===== src/hdl/meter_access_pkg.sv =====
// Shared types and constants for the meter register access policy block.
// Assumes a request decoder in front that has already classified addresses.
package meter_access_pkg;

   // ==========================================================================
   // Modbus codes
   localparam logic [7:0]  EXC_ILLEGAL_FUNCTION = 8'h01;
   localparam logic [7:0]  EXC_ILLEGAL_ADDRESS  = 8'h02;
   localparam logic [7:0]  EXC_DEVICE_FAILURE   = 8'h04;
   localparam logic [7:0]  EXC_FLAG             = 8'h80;
   localparam logic [15:0] PASSWORD_DISABLED    = 16'h15B3;
   localparam logic [15:0] READ_ZERO            = 16'h0000;
   localparam logic [31:0] MEGA_SCALE           = 32'h000F4240;

   // ==========================================================================
   // Register classes and modes
   typedef enum logic [2:0] {
      CLS_UNMAPPED = 3'h0,
      CLS_DATA     = 3'h1,
      CLS_SETTING  = 3'h2,
      CLS_COMMAND  = 3'h3,
      CLS_SAVE     = 3'h4
   } reg_class_t;

   typedef enum logic [1:0] {
      MODE_OPERATE = 2'h0,
      MODE_SETTING = 2'h1,
      MODE_DEGRADE = 2'h3
   } meter_mode_t;

   typedef enum logic [1:0] {
      HOOK_WYE   = 2'h0,
      HOOK_DELTA = 2'h1,
      HOOK_2P5   = 2'h2
   } hookup_t;

   typedef struct packed {
      logic        valid;
      logic        write;
      logic [7:0]  func;
      reg_class_t  cls;
      logic        is_reset_cmd;
      logic        needs_password;
      logic        cmd_fits_mode;
      logic [15:0] wdata;
      logic [15:0] rdata;
   } req_t;

   typedef struct packed {
      logic        valid;
      logic        exception;
      logic [7:0]  func;
      logic [7:0]  exc_code;
      logic [15:0] rdata;
      logic        execute;
   } rsp_t;

   typedef struct packed {
      logic [15:0] v_ab;
      logic [15:0] v_bc;
      logic [15:0] v_ca;
      logic [15:0] i_a;
      logic [15:0] i_b;
      logic [15:0] i_c;
   } angles_t;

endpackage : meter_access_pkg


===== src/hdl/meter_register_access_policy.sv =====
// Access policy for the meter register map: answers, exceptions, commands.
// Assumes requests arrive pre-classified, one per cycle, synchronous to
// sys_clk, and that the storage layer reports save and range outcomes.
`timescale 1ns/1ps

// What this block does
// - Outside settings mode settings read zero, writes get illegal address.
// - Command registers always read as zero, in every mode.
// - Command writes accepted only in a fitting mode, else illegal address.
// - Wrong password gives a normal response but the command is not run.
// - With passwords disabled, the value 5555 is the accepted password.
// - Writing the save trigger in settings mode commits pending settings to EEPROM.
// - Failed save answers device failure and leaves settings mode by reset.
// - In degraded fallback state, reset commands get illegal function.
// - Wye and delta measure three voltage angles; 2.5 element derives two.
// - A missing phase zeroes its two voltage angles and its current angle.
// - A and C current angles always; B only for wye, zero otherwise.
// - Any settings value out of range keeps the degraded fallback state outside settings mode.
// - Range values marked M are scaled by one million when checked.
// - Unmapped addresses read zero; writes are accepted and change nothing.
module meter_register_access_policy #(
   parameter int unsigned ANGLE_W = 16
) (
   input  wire logic                          sys_clk,
   input  wire logic                          rst_b,
   input  wire meter_access_pkg::req_t        req,
   input  wire logic                          enter_settings,
   input  wire logic                          exit_settings,
   input  wire logic                          password_enabled,
   input  wire logic [15:0]                   password_setting,
   input  wire logic                          settings_out_of_range,
   input  wire logic [31:0]                   range_value,
   input  wire logic                          range_mega,
   input  wire logic                          save_done,
   input  wire logic                          save_error,
   input  wire meter_access_pkg::hookup_t     hookup,
   input  wire logic [2:0]                    phase_present,
   input  wire meter_access_pkg::angles_t     angle_meas,
   output meter_access_pkg::rsp_t             rsp,
   output logic                               save_start,
   output logic                               meter_reset,
   output meter_access_pkg::meter_mode_t      mode,
   output logic [63:0]                        range_scaled,
   output meter_access_pkg::angles_t          angle_out
);

   // ==========================================================================
   // Helpers
   function automatic meter_access_pkg::rsp_t make_exc(
      input logic [7:0] func,
      input logic [7:0] code
   );
      meter_access_pkg::rsp_t r;
      r           = '0;
      r.valid     = 1'b1;
      r.exception = 1'b1;
      r.func      = func | meter_access_pkg::EXC_FLAG;
      r.exc_code  = code;
      return r;
   endfunction : make_exc

   // Angle between a pair is valid only if both phases are present.
   function automatic logic [15:0] keep_if(
      input logic        ok,
      input logic [15:0] v
   );
      return ok ? v : 16'h0000;
   endfunction : keep_if

   // ==========================================================================
   // Mode and response state
   meter_access_pkg::meter_mode_t mode_q, mode_d;
   meter_access_pkg::rsp_t        rsp_q, rsp_d;
   logic                          save_start_q, save_start_d;
   logic                          reset_q, reset_d;
   logic                          save_busy_q, save_busy_d;
   logic [7:0]                    save_func_q, save_func_d;
   logic                          pw_ok;

   assign pw_ok = password_enabled ? (req.wdata == password_setting)
                                   : (req.wdata ==
                                      meter_access_pkg::PASSWORD_DISABLED);

   always_comb begin
      mode_d       = mode_q;
      rsp_d        = '0;
      save_start_d = 1'b0;
      reset_d      = 1'b0;
      save_busy_d  = save_busy_q;
      save_func_d  = save_func_q;
      // Outside settings mode the fallback state is held while any setting is out of range; enter_settings still wins.
      if (settings_out_of_range && mode_q != meter_access_pkg::MODE_SETTING)
      begin
         mode_d = meter_access_pkg::MODE_DEGRADE;
      end else if (mode_q == meter_access_pkg::MODE_DEGRADE) begin
         mode_d = meter_access_pkg::MODE_OPERATE;
      end
      if (enter_settings) begin
         mode_d = meter_access_pkg::MODE_SETTING;
      end else if (exit_settings && mode_q == meter_access_pkg::MODE_SETTING)
      begin
         mode_d = meter_access_pkg::MODE_OPERATE;
      end
      if (save_busy_q && (save_done || save_error)) begin
         save_busy_d = 1'b0;
         rsp_d.valid = 1'b1;
         rsp_d.func  = save_func_q;
         if (save_error) begin
            rsp_d   = make_exc(save_func_q,
                               meter_access_pkg::EXC_DEVICE_FAILURE);
            reset_d = 1'b1;
            mode_d  = meter_access_pkg::MODE_OPERATE;
         end
      end else if (req.valid && !save_busy_q) begin
         rsp_d.valid = 1'b1;
         rsp_d.func  = req.func;
         rsp_d.rdata = meter_access_pkg::READ_ZERO;
         unique case (req.cls)
            meter_access_pkg::CLS_UNMAPPED: begin
               rsp_d.rdata = meter_access_pkg::READ_ZERO;
            end
            meter_access_pkg::CLS_DATA: begin
               if (!req.write &&
                   mode_q == meter_access_pkg::MODE_OPERATE) begin
                  rsp_d.rdata = req.rdata;
               end
            end
            meter_access_pkg::CLS_SETTING: begin
               if (mode_q != meter_access_pkg::MODE_SETTING) begin
                  if (req.write) begin
                     rsp_d = make_exc(req.func,
                        meter_access_pkg::EXC_ILLEGAL_ADDRESS);
                  end
               end else if (!req.write) begin
                  rsp_d.rdata = req.rdata;
               end
            end
            meter_access_pkg::CLS_COMMAND: begin
               // Reads always return zero whatever was written.
               rsp_d.rdata = meter_access_pkg::READ_ZERO;
               if (req.write) begin
                  if (req.is_reset_cmd &&
                      mode_q == meter_access_pkg::MODE_DEGRADE) begin
                     rsp_d = make_exc(req.func,
                        meter_access_pkg::EXC_ILLEGAL_FUNCTION);
                  end else if (!req.cmd_fits_mode) begin
                     rsp_d = make_exc(req.func,
                        meter_access_pkg::EXC_ILLEGAL_ADDRESS);
                  end else begin
                     rsp_d.execute = !req.needs_password || pw_ok;
                  end
               end
            end
            meter_access_pkg::CLS_SAVE: begin
               if (req.write) begin
                  if (mode_q != meter_access_pkg::MODE_SETTING) begin
                     rsp_d = make_exc(req.func,
                        meter_access_pkg::EXC_ILLEGAL_ADDRESS);
                  end else begin
                     // Answer is held back until the EEPROM reports back.
                     rsp_d        = '0;
                     save_start_d = 1'b1;
                     save_busy_d  = 1'b1;
                     save_func_d  = req.func;
                  end
               end
            end
            default: begin
               rsp_d.rdata = meter_access_pkg::READ_ZERO;
            end
         endcase
      end
   end

   always_ff @(posedge sys_clk or negedge rst_b) begin
      if (!rst_b) begin
         mode_q       <= meter_access_pkg::MODE_OPERATE;
         rsp_q        <= '0;
         save_start_q <= 1'b0;
         reset_q      <= 1'b0;
         save_busy_q  <= 1'b0;
         save_func_q  <= 8'h00;
      end else begin
         mode_q       <= mode_d;
         rsp_q        <= rsp_d;
         save_start_q <= save_start_d;
         reset_q      <= reset_d;
         save_busy_q  <= save_busy_d;
         save_func_q  <= save_func_d;
      end
   end

   // ==========================================================================
   // Range scaling and phase angles
   meter_access_pkg::angles_t angle_q, angle_d;
   logic [63:0]               scaled_q, scaled_d;

   always_comb begin
      scaled_d = range_mega ? ({32'h0, range_value} *
                               {32'h0, meter_access_pkg::MEGA_SCALE})
                            : {32'h0, range_value};
      angle_d  = angle_meas;
      // Wye and delta pass three measured angles; the 2.5 element derives
      // A-B and B-C from its measured C-A angle upstream of this port.
      if (hookup != meter_access_pkg::HOOK_WYE) begin
         angle_d.i_b = 16'h0000;
      end
      angle_d.v_ab = keep_if(phase_present[0] && phase_present[1],
                             angle_d.v_ab);
      angle_d.v_bc = keep_if(phase_present[1] && phase_present[2],
                             angle_d.v_bc);
      angle_d.v_ca = keep_if(phase_present[2] && phase_present[0],
                             angle_d.v_ca);
      angle_d.i_a  = keep_if(phase_present[0], angle_d.i_a);
      angle_d.i_b  = keep_if(phase_present[1], angle_d.i_b);
      angle_d.i_c  = keep_if(phase_present[2], angle_d.i_c);
   end

   always_ff @(posedge sys_clk or negedge rst_b) begin
      if (!rst_b) begin
         angle_q  <= '0;
         scaled_q <= 64'h0;
      end else begin
         angle_q  <= angle_d;
         scaled_q <= scaled_d;
      end
   end

   assign rsp          = rsp_q;
   assign save_start   = save_start_q;
   assign meter_reset  = reset_q;
   assign mode         = mode_q;
   assign range_scaled = scaled_q;
   assign angle_out    = angle_q;

endmodule : meter_register_access_policy


===== config.mk =====
export PLATFORM = sky130hd
export DESIGN_NAME = meter_register_access_policy
export DESIGN_NICKNAME = d
export VERILOG_FILES = /design/src/hdl/meter_access_pkg.sv /design/src/hdl/meter_register_access_policy.sv
export SDC_FILE = /design/constraint.sdc
export NUM_CORES = 1
export LEC_CHECK = 0
export BUFFER_PORTS_ARGS = -buffer_cell sky130_fd_sc_hd__buf_2
export CORE_MARGIN = 4
export CORE_UTILIZATION = 35
export DETAILED_ROUTE_END_ITERATION = 10
export PLACE_DENSITY_LB_ADDON = 0.25
export RECOVER_POWER = 100
export SKIP_CTS_REPAIR_TIMING = 1
export SLEW_MARGIN = 20
export SYNTH_ARGS = -nofsm -noshare
export SYNTH_HDL_FRONTEND = slang
export SYNTH_SLANG_ARGS = --single-unit

===== constraint.sdc =====
create_clock -name sys_clk -period 3.6 [get_ports sys_clk]
set_input_delay 0.72 -clock sys_clk [delete_from_list [all_inputs] [get_ports sys_clk]]
set_output_delay 0.72 -clock sys_clk [all_outputs]
set_load 0.02 [all_outputs]

### Word level (Yosys, flattened, before mapping)

Index checks and enable logic that the tools add are counted.

| operators by class | value |
|---|---|
| $mul | 1 |
| eq/ne operators | 10 |
| multiplexer cells | 45 |
| bitwise operators | 2 |
| reductions and logical operators | 21 |

Operator list:

| operator | number |
|---|---|
| $mux 35 | 6 |
| $mux 16 | 10 |
| $mux 34 | 2 |
| $pmux 16 s4 | 1 |
| $pmux 18 s3 | 1 |
| $mux 52 | 1 |
| $mul 32x14->46 const B | 1 |
| $mux 33 | 1 |
| $mux 18 | 1 |
| $eq 16x13->1 const B | 1 |
| $eq 16x16->1 | 1 |
| $mux 1 | 15 |
| $mux 2 | 6 |
| $logic_and 1x1->1 | 9 |
| $reduce_bool 2->1 | 4 |
| $eq 3x2->1 const B | 2 |
| $reduce_and 5->1 | 1 |
| $reduce_and 4->1 | 1 |
| $eq 3x1->1 const B | 1 |
| $eq 3x3->1 const B | 1 |
| $logic_not 1->1 | 3 |
| $pmux 1 s3 | 1 |
| $eq 2x1->1 const B | 1 |
| $eq 2x2->1 const B | 1 |
| other kinds (5) | 7 |

| storage, ports and cells | value |
|---|---|
| register bits | 196 |
| bits of input ports | 206 |
| output and inout port bits | 199 |
| logic and storage cells | 97 |

### Logic depth before layout (Yosys ltp)

| logic depth | value |
|---|---|
| depth in word-level cells | 9 |
| mapped depth | 21 |

### Worst setup path before layout

No wires, ideal clock.

| path | value |
|---|---|
| path type | input to register |
| from | input range_value[6] |
| to | register scaled_q[51], in the netlist range_scaled[51] |
| setup time | 119 ps |
| data arrival time | 5517 ps |
| data required time | 3481 ps |
| setup slack | -2036 ps |
| cell stages on the path | 21 |
| cell sequence | inv_1 > fa_1 > inv_1 > fa_1 > fa_1 > fa_1 > ha_1 > inv_1 > fa_1 > inv_1 > ha_1 > clkdlybuf4s15_2 > nand2_1 > o211ai_1 > a221oi_1 > nor4b_1 > a21oi_1 > a211oi_1 > a31oi_1 > xnor2_1 > and2_1 |

| on the way | value |
|---|---|
| word-level cells in the longest chain between the ends | 2 |

Ends and longest elaborated chain:

| element | line | text |
|---|---|---|
| start: declaration | meter_register_access_policy.sv:32 | `input wire logic [31:0] range_value,` |
| $mul 32x14->46 | meter_register_access_policy.sv:199 | `scaled_d = range_mega ? ({32'h0, range_value} *` |
| $mux 52 | meter_register_access_policy.sv:199 |  |
| net scaled_d[51] | meter_register_access_policy.sv:196 | `logic [63:0] scaled_q, scaled_d;` |
| end signal: assignment | meter_register_access_policy.sv:225 | `scaled_q <= scaled_d;` |
| end: declaration | meter_register_access_policy.sv:196 |  |

The timed path passes the listed nets, and every way through them passes these cells.
A chain may end at the register's enable or synchronous reset.

### Final worst setup path

| path | value |
|---|---|
| from | input range_value[10] |
| to | register scaled_q[51], in the netlist range_scaled[51] |

The elaborated chain is that of the path after synthesis.

==> flow_summary.json <==
{
  "cts_root_buf": "clkbuf_16",
  "final.setup_skew_ns": 0.0168,
  "chipHeight_um": 208,
  "cp.required_ns": 3.93,
  "htreeDepth": 4,
  "final_nets": 2416,
  "gr-usage-met3_pct": 3.12,
  "cts_buffers": 17,
  "die_area_um2": 43300,
  "core-area_um2": 39600,
  "synth-seq-cells": 190,
  "worstSkewPairLatency_ns": 0.45,
  "area_growth_pct": 38.2,
  "grtUsageTotal_pct": 18.5,
  "synthArstFlopShare_pct": 100,
  "synth.yosys.seq_area_share_pct": 33.9,
  "setup_viol": 34,
  "drtPass1Iterations": 5,
  "finalWorstPathRequiredPeriod_ns": 5.36,
  "crit_family": "adder cells",
  "violations": "capacitance limit, slew limit, setup timing",
  "nFillCells": 3806,
  "gp_congestion": 0.866,
  "cp.buffers_inverters": 5,
  "cpPeakStageDelay_ns": 0.57,
  "synth-edff-count": 0,
  "grt_pass1_wl_um": 63900,
  "cts_sinks": 190,
  "crit_arrival_ns": 5.69,
  "drc_errors": 0,
  "cts_max_path_buffers": 2,
  "outcome": "finished, violations left",
  "slew_viol_final": 226,
  "fin_crit_sh_pct": 149,
  "fmax_mhz": 187,
  "via_per_inst": 4.68,
  "vias": 11500,
  "busiest_layer": "met2",
  "wl_per_cell_um": 16.8,
  "grt_pass1_vias": 11900,
  "synthTopCellsByArea": "dfrtp_1 34%, fa_1 19%, ha_1 14%, inv_1 6.1%, and2_1 3.7%",
  "cp_cell_sequence": "buf_4 -> clkinvlp_4 -> fa_1 -> inv_1 -> fa_1 -> fa_1 -> fa_1 -> ha_1 -> inv_1 -> fa_1 -> inv_2 -> ha_4 -> nand2_1 -> o21ai_2 -> a221oi_2 -> nor4b_4 -> a21oi_2 -> a211oi_4 -> a31oi_1 -> xnor2_1 -> and2_1",
  "relSlewSlack_pct": -52.8,
  "rsz0062_at_grt": "yes",
  "synth_cell_types": 62,
  "start_util_pct": 35.3,
  "worst_slack_ns": -1.76,
  "syn-cell-area_um2": 14000,
  "cp_max_fo": 5,
  "crit_path_start_kind": "input port",
  "synth_warnings": 0,
  "drv_cap": 4,
  "hold_path.class": "input port to flip-flop",
  "fin_util_pct": 48.8,
  "drive_gt1_share_pct": 30.7,
  "dpl.hpwl_um": 34400,
  "syn_area_per_cell_um2": 10.5,
  "port_buffers": 387,
  "num_io_pins": 405,
  "crit_top_cell": "fa_1",
  "yosys.area.top_type_share_pct": 33.9,
  "synth_most_common_cell": "inv_1",
  "synth_flop_cell": "dfrtp_1",
  "cts_tree": "yes",
  "tightest_slew_ns": 2.29,
  "critPathCaptureType": "flip-flop",
  "slowest_stage": "fa_1",
  "globalRouteOverflowTotal": 0,
  "row_count": 73,
  "synth_top_cell_by_area": "dfrtp_1",
  "synth_cells": 1336,
  "antenna_left": 0,
  "grt_util_met2_pct": 32.6,
  "path_clk_slew_ns": 0.07,
  "hold_viol": 0,
  "grt_max_degree": 86,
  "grt_use_met1_pct": 23.2,
  "antenna_found_initial": 2,
  "worstSetupPathType": "input port to flip-flop",
  "die_w_um": 208,
  "wl_um": 41200,
  "first_iter_violations": 505,
  "ys_top_cells_by_count": "228 x inv_1, 190 x dfrtp_1, 153 x ha_1, 135 x fa_1, 85 x nand2_1"
}
==> flip-flops by register name (all words and copies together) (netlist names) <==
signal and count:
mode 2, angle_out 96, range_scaled 52, rsp 30
save_start 1, save_busy_q 1, save_func_q 8
==> worst register-to-register path: stages (launching register included) <==
cell,delay (ns)
dfrtp_1,0.45
or3_1,0.39
nor3_1,0.16
clkbuf_1,0.60
and2_0,0.24
==> path summary, 6_finish.rpt <==
kind                       slack (ns)  cells after the start                to            start
setup / recovery                -1.76                     21  range_scaled[51]  range_value[10]
max in group asynchronous        0.64                      2  range_scaled[35]            rst_b
hold reg to reg                  0.48                      2    save_func_q[5]   save_func_q[5]
setup reg to reg                 1.69                      4           rsp[11]          mode[1]
hold / removal                   0.44                      2            rsp[0]          req[33]
min in group asynchronous        0.85                      1     angle_out[47]            rst_b
==> layout by cell type (no fill, tap or decap), types with 16 or more instances in the layout <==
master,count
o21ai_2,22
xnor2_1,24
and2_0,43
and3_1,52
o21ai_0,27
inv_2,18
a21oi_2,19
ha_4,22
clkbuf_1,193
nand2_1,76
dfrtp_1,190
ha_1,130
a21oi_1,28
conb_1,17
clkbuf_16,17
nor2_1,39
and2_1,38
inv_1,199
buf_6,19
a21o_1,16
buf_2,187
fa_1,135
buf_4,196
==> routing by layer <==
| layer | part of all wire, % | up-vias |
|---|---|---|
| met1 | 41 | 5684 |
| met5 | 0 | - |
| met2 | 52 | 312 |
| met3 | 4.5 | 50 |
| li1 | - | 5465 |
| met4 | 2.3 | 0 |
==> area by class of cell <==
| cell class | count | area, um^2 | share of cell area, % |
|---|---|---|---|
| timing repair buffer | 604 | 3460 | 17.9 |
| tap | 525 | 657 | 3.39 |
| inverter | 229 | 901 | 4.65 |
| sequential | 190 | 4750 | 24.6 |
| antenna | 2 | 5.00 | 0.0259 |
| clock buffer | 18 | 439 | 2.27 |
| clock inverter | 14 | 188 | 0.970 |
| multi-input combinational | 880 | 8950 | 46.2 |
==> metrics by stage <==
| stage | hold WS, ns | setup slack, ns | instances | setup TNS, ns | cell area, um^2 |
|---|---|---|---|---|---|
| floorplan | 0.424 | -1.75 | 1352 | -46.87 | 14400 |
| global placement | 0.460 | -2.22 | 2402 | -66.22 | 18200 |
| detailed placement | 0.464 | -2.33 | 2402 | -68.08 | 18200 |
| CTS | 0.329 | -1.84 | 2434 | -51.26 | 18800 |
| global route | 0.422 | -1.99 | 2461 | -54.97 | 19400 |
| finish | 0.442 | -1.76 | 2462 | -49.68 | 19400 |
==> cell families (layout without fill, tap and decap cells) <==
| kind of cell | count (synthesis) | after routing | share of synthesized area, % |
|---|---|---|---|
| fa+ha+maj | 288 | 288 | 33.0 |
| flops | 190 | 190 | 33.9 |
| buf+inv | 282 | 865 | 8.45 |
| other cells | 1 | 19 | 0.0268 |
| compound gates | 192 | 192 | 8.97 |
| mux | 2 | 2 | 0.143 |
| xor+xnor | 49 | 49 | 3.06 |
| simple gates | 332 | 332 | 12.5 |
Power is left out: the tool's default activity adds up to more than one toggle a clock period on the data nets, which glitch-free logic cannot reach.
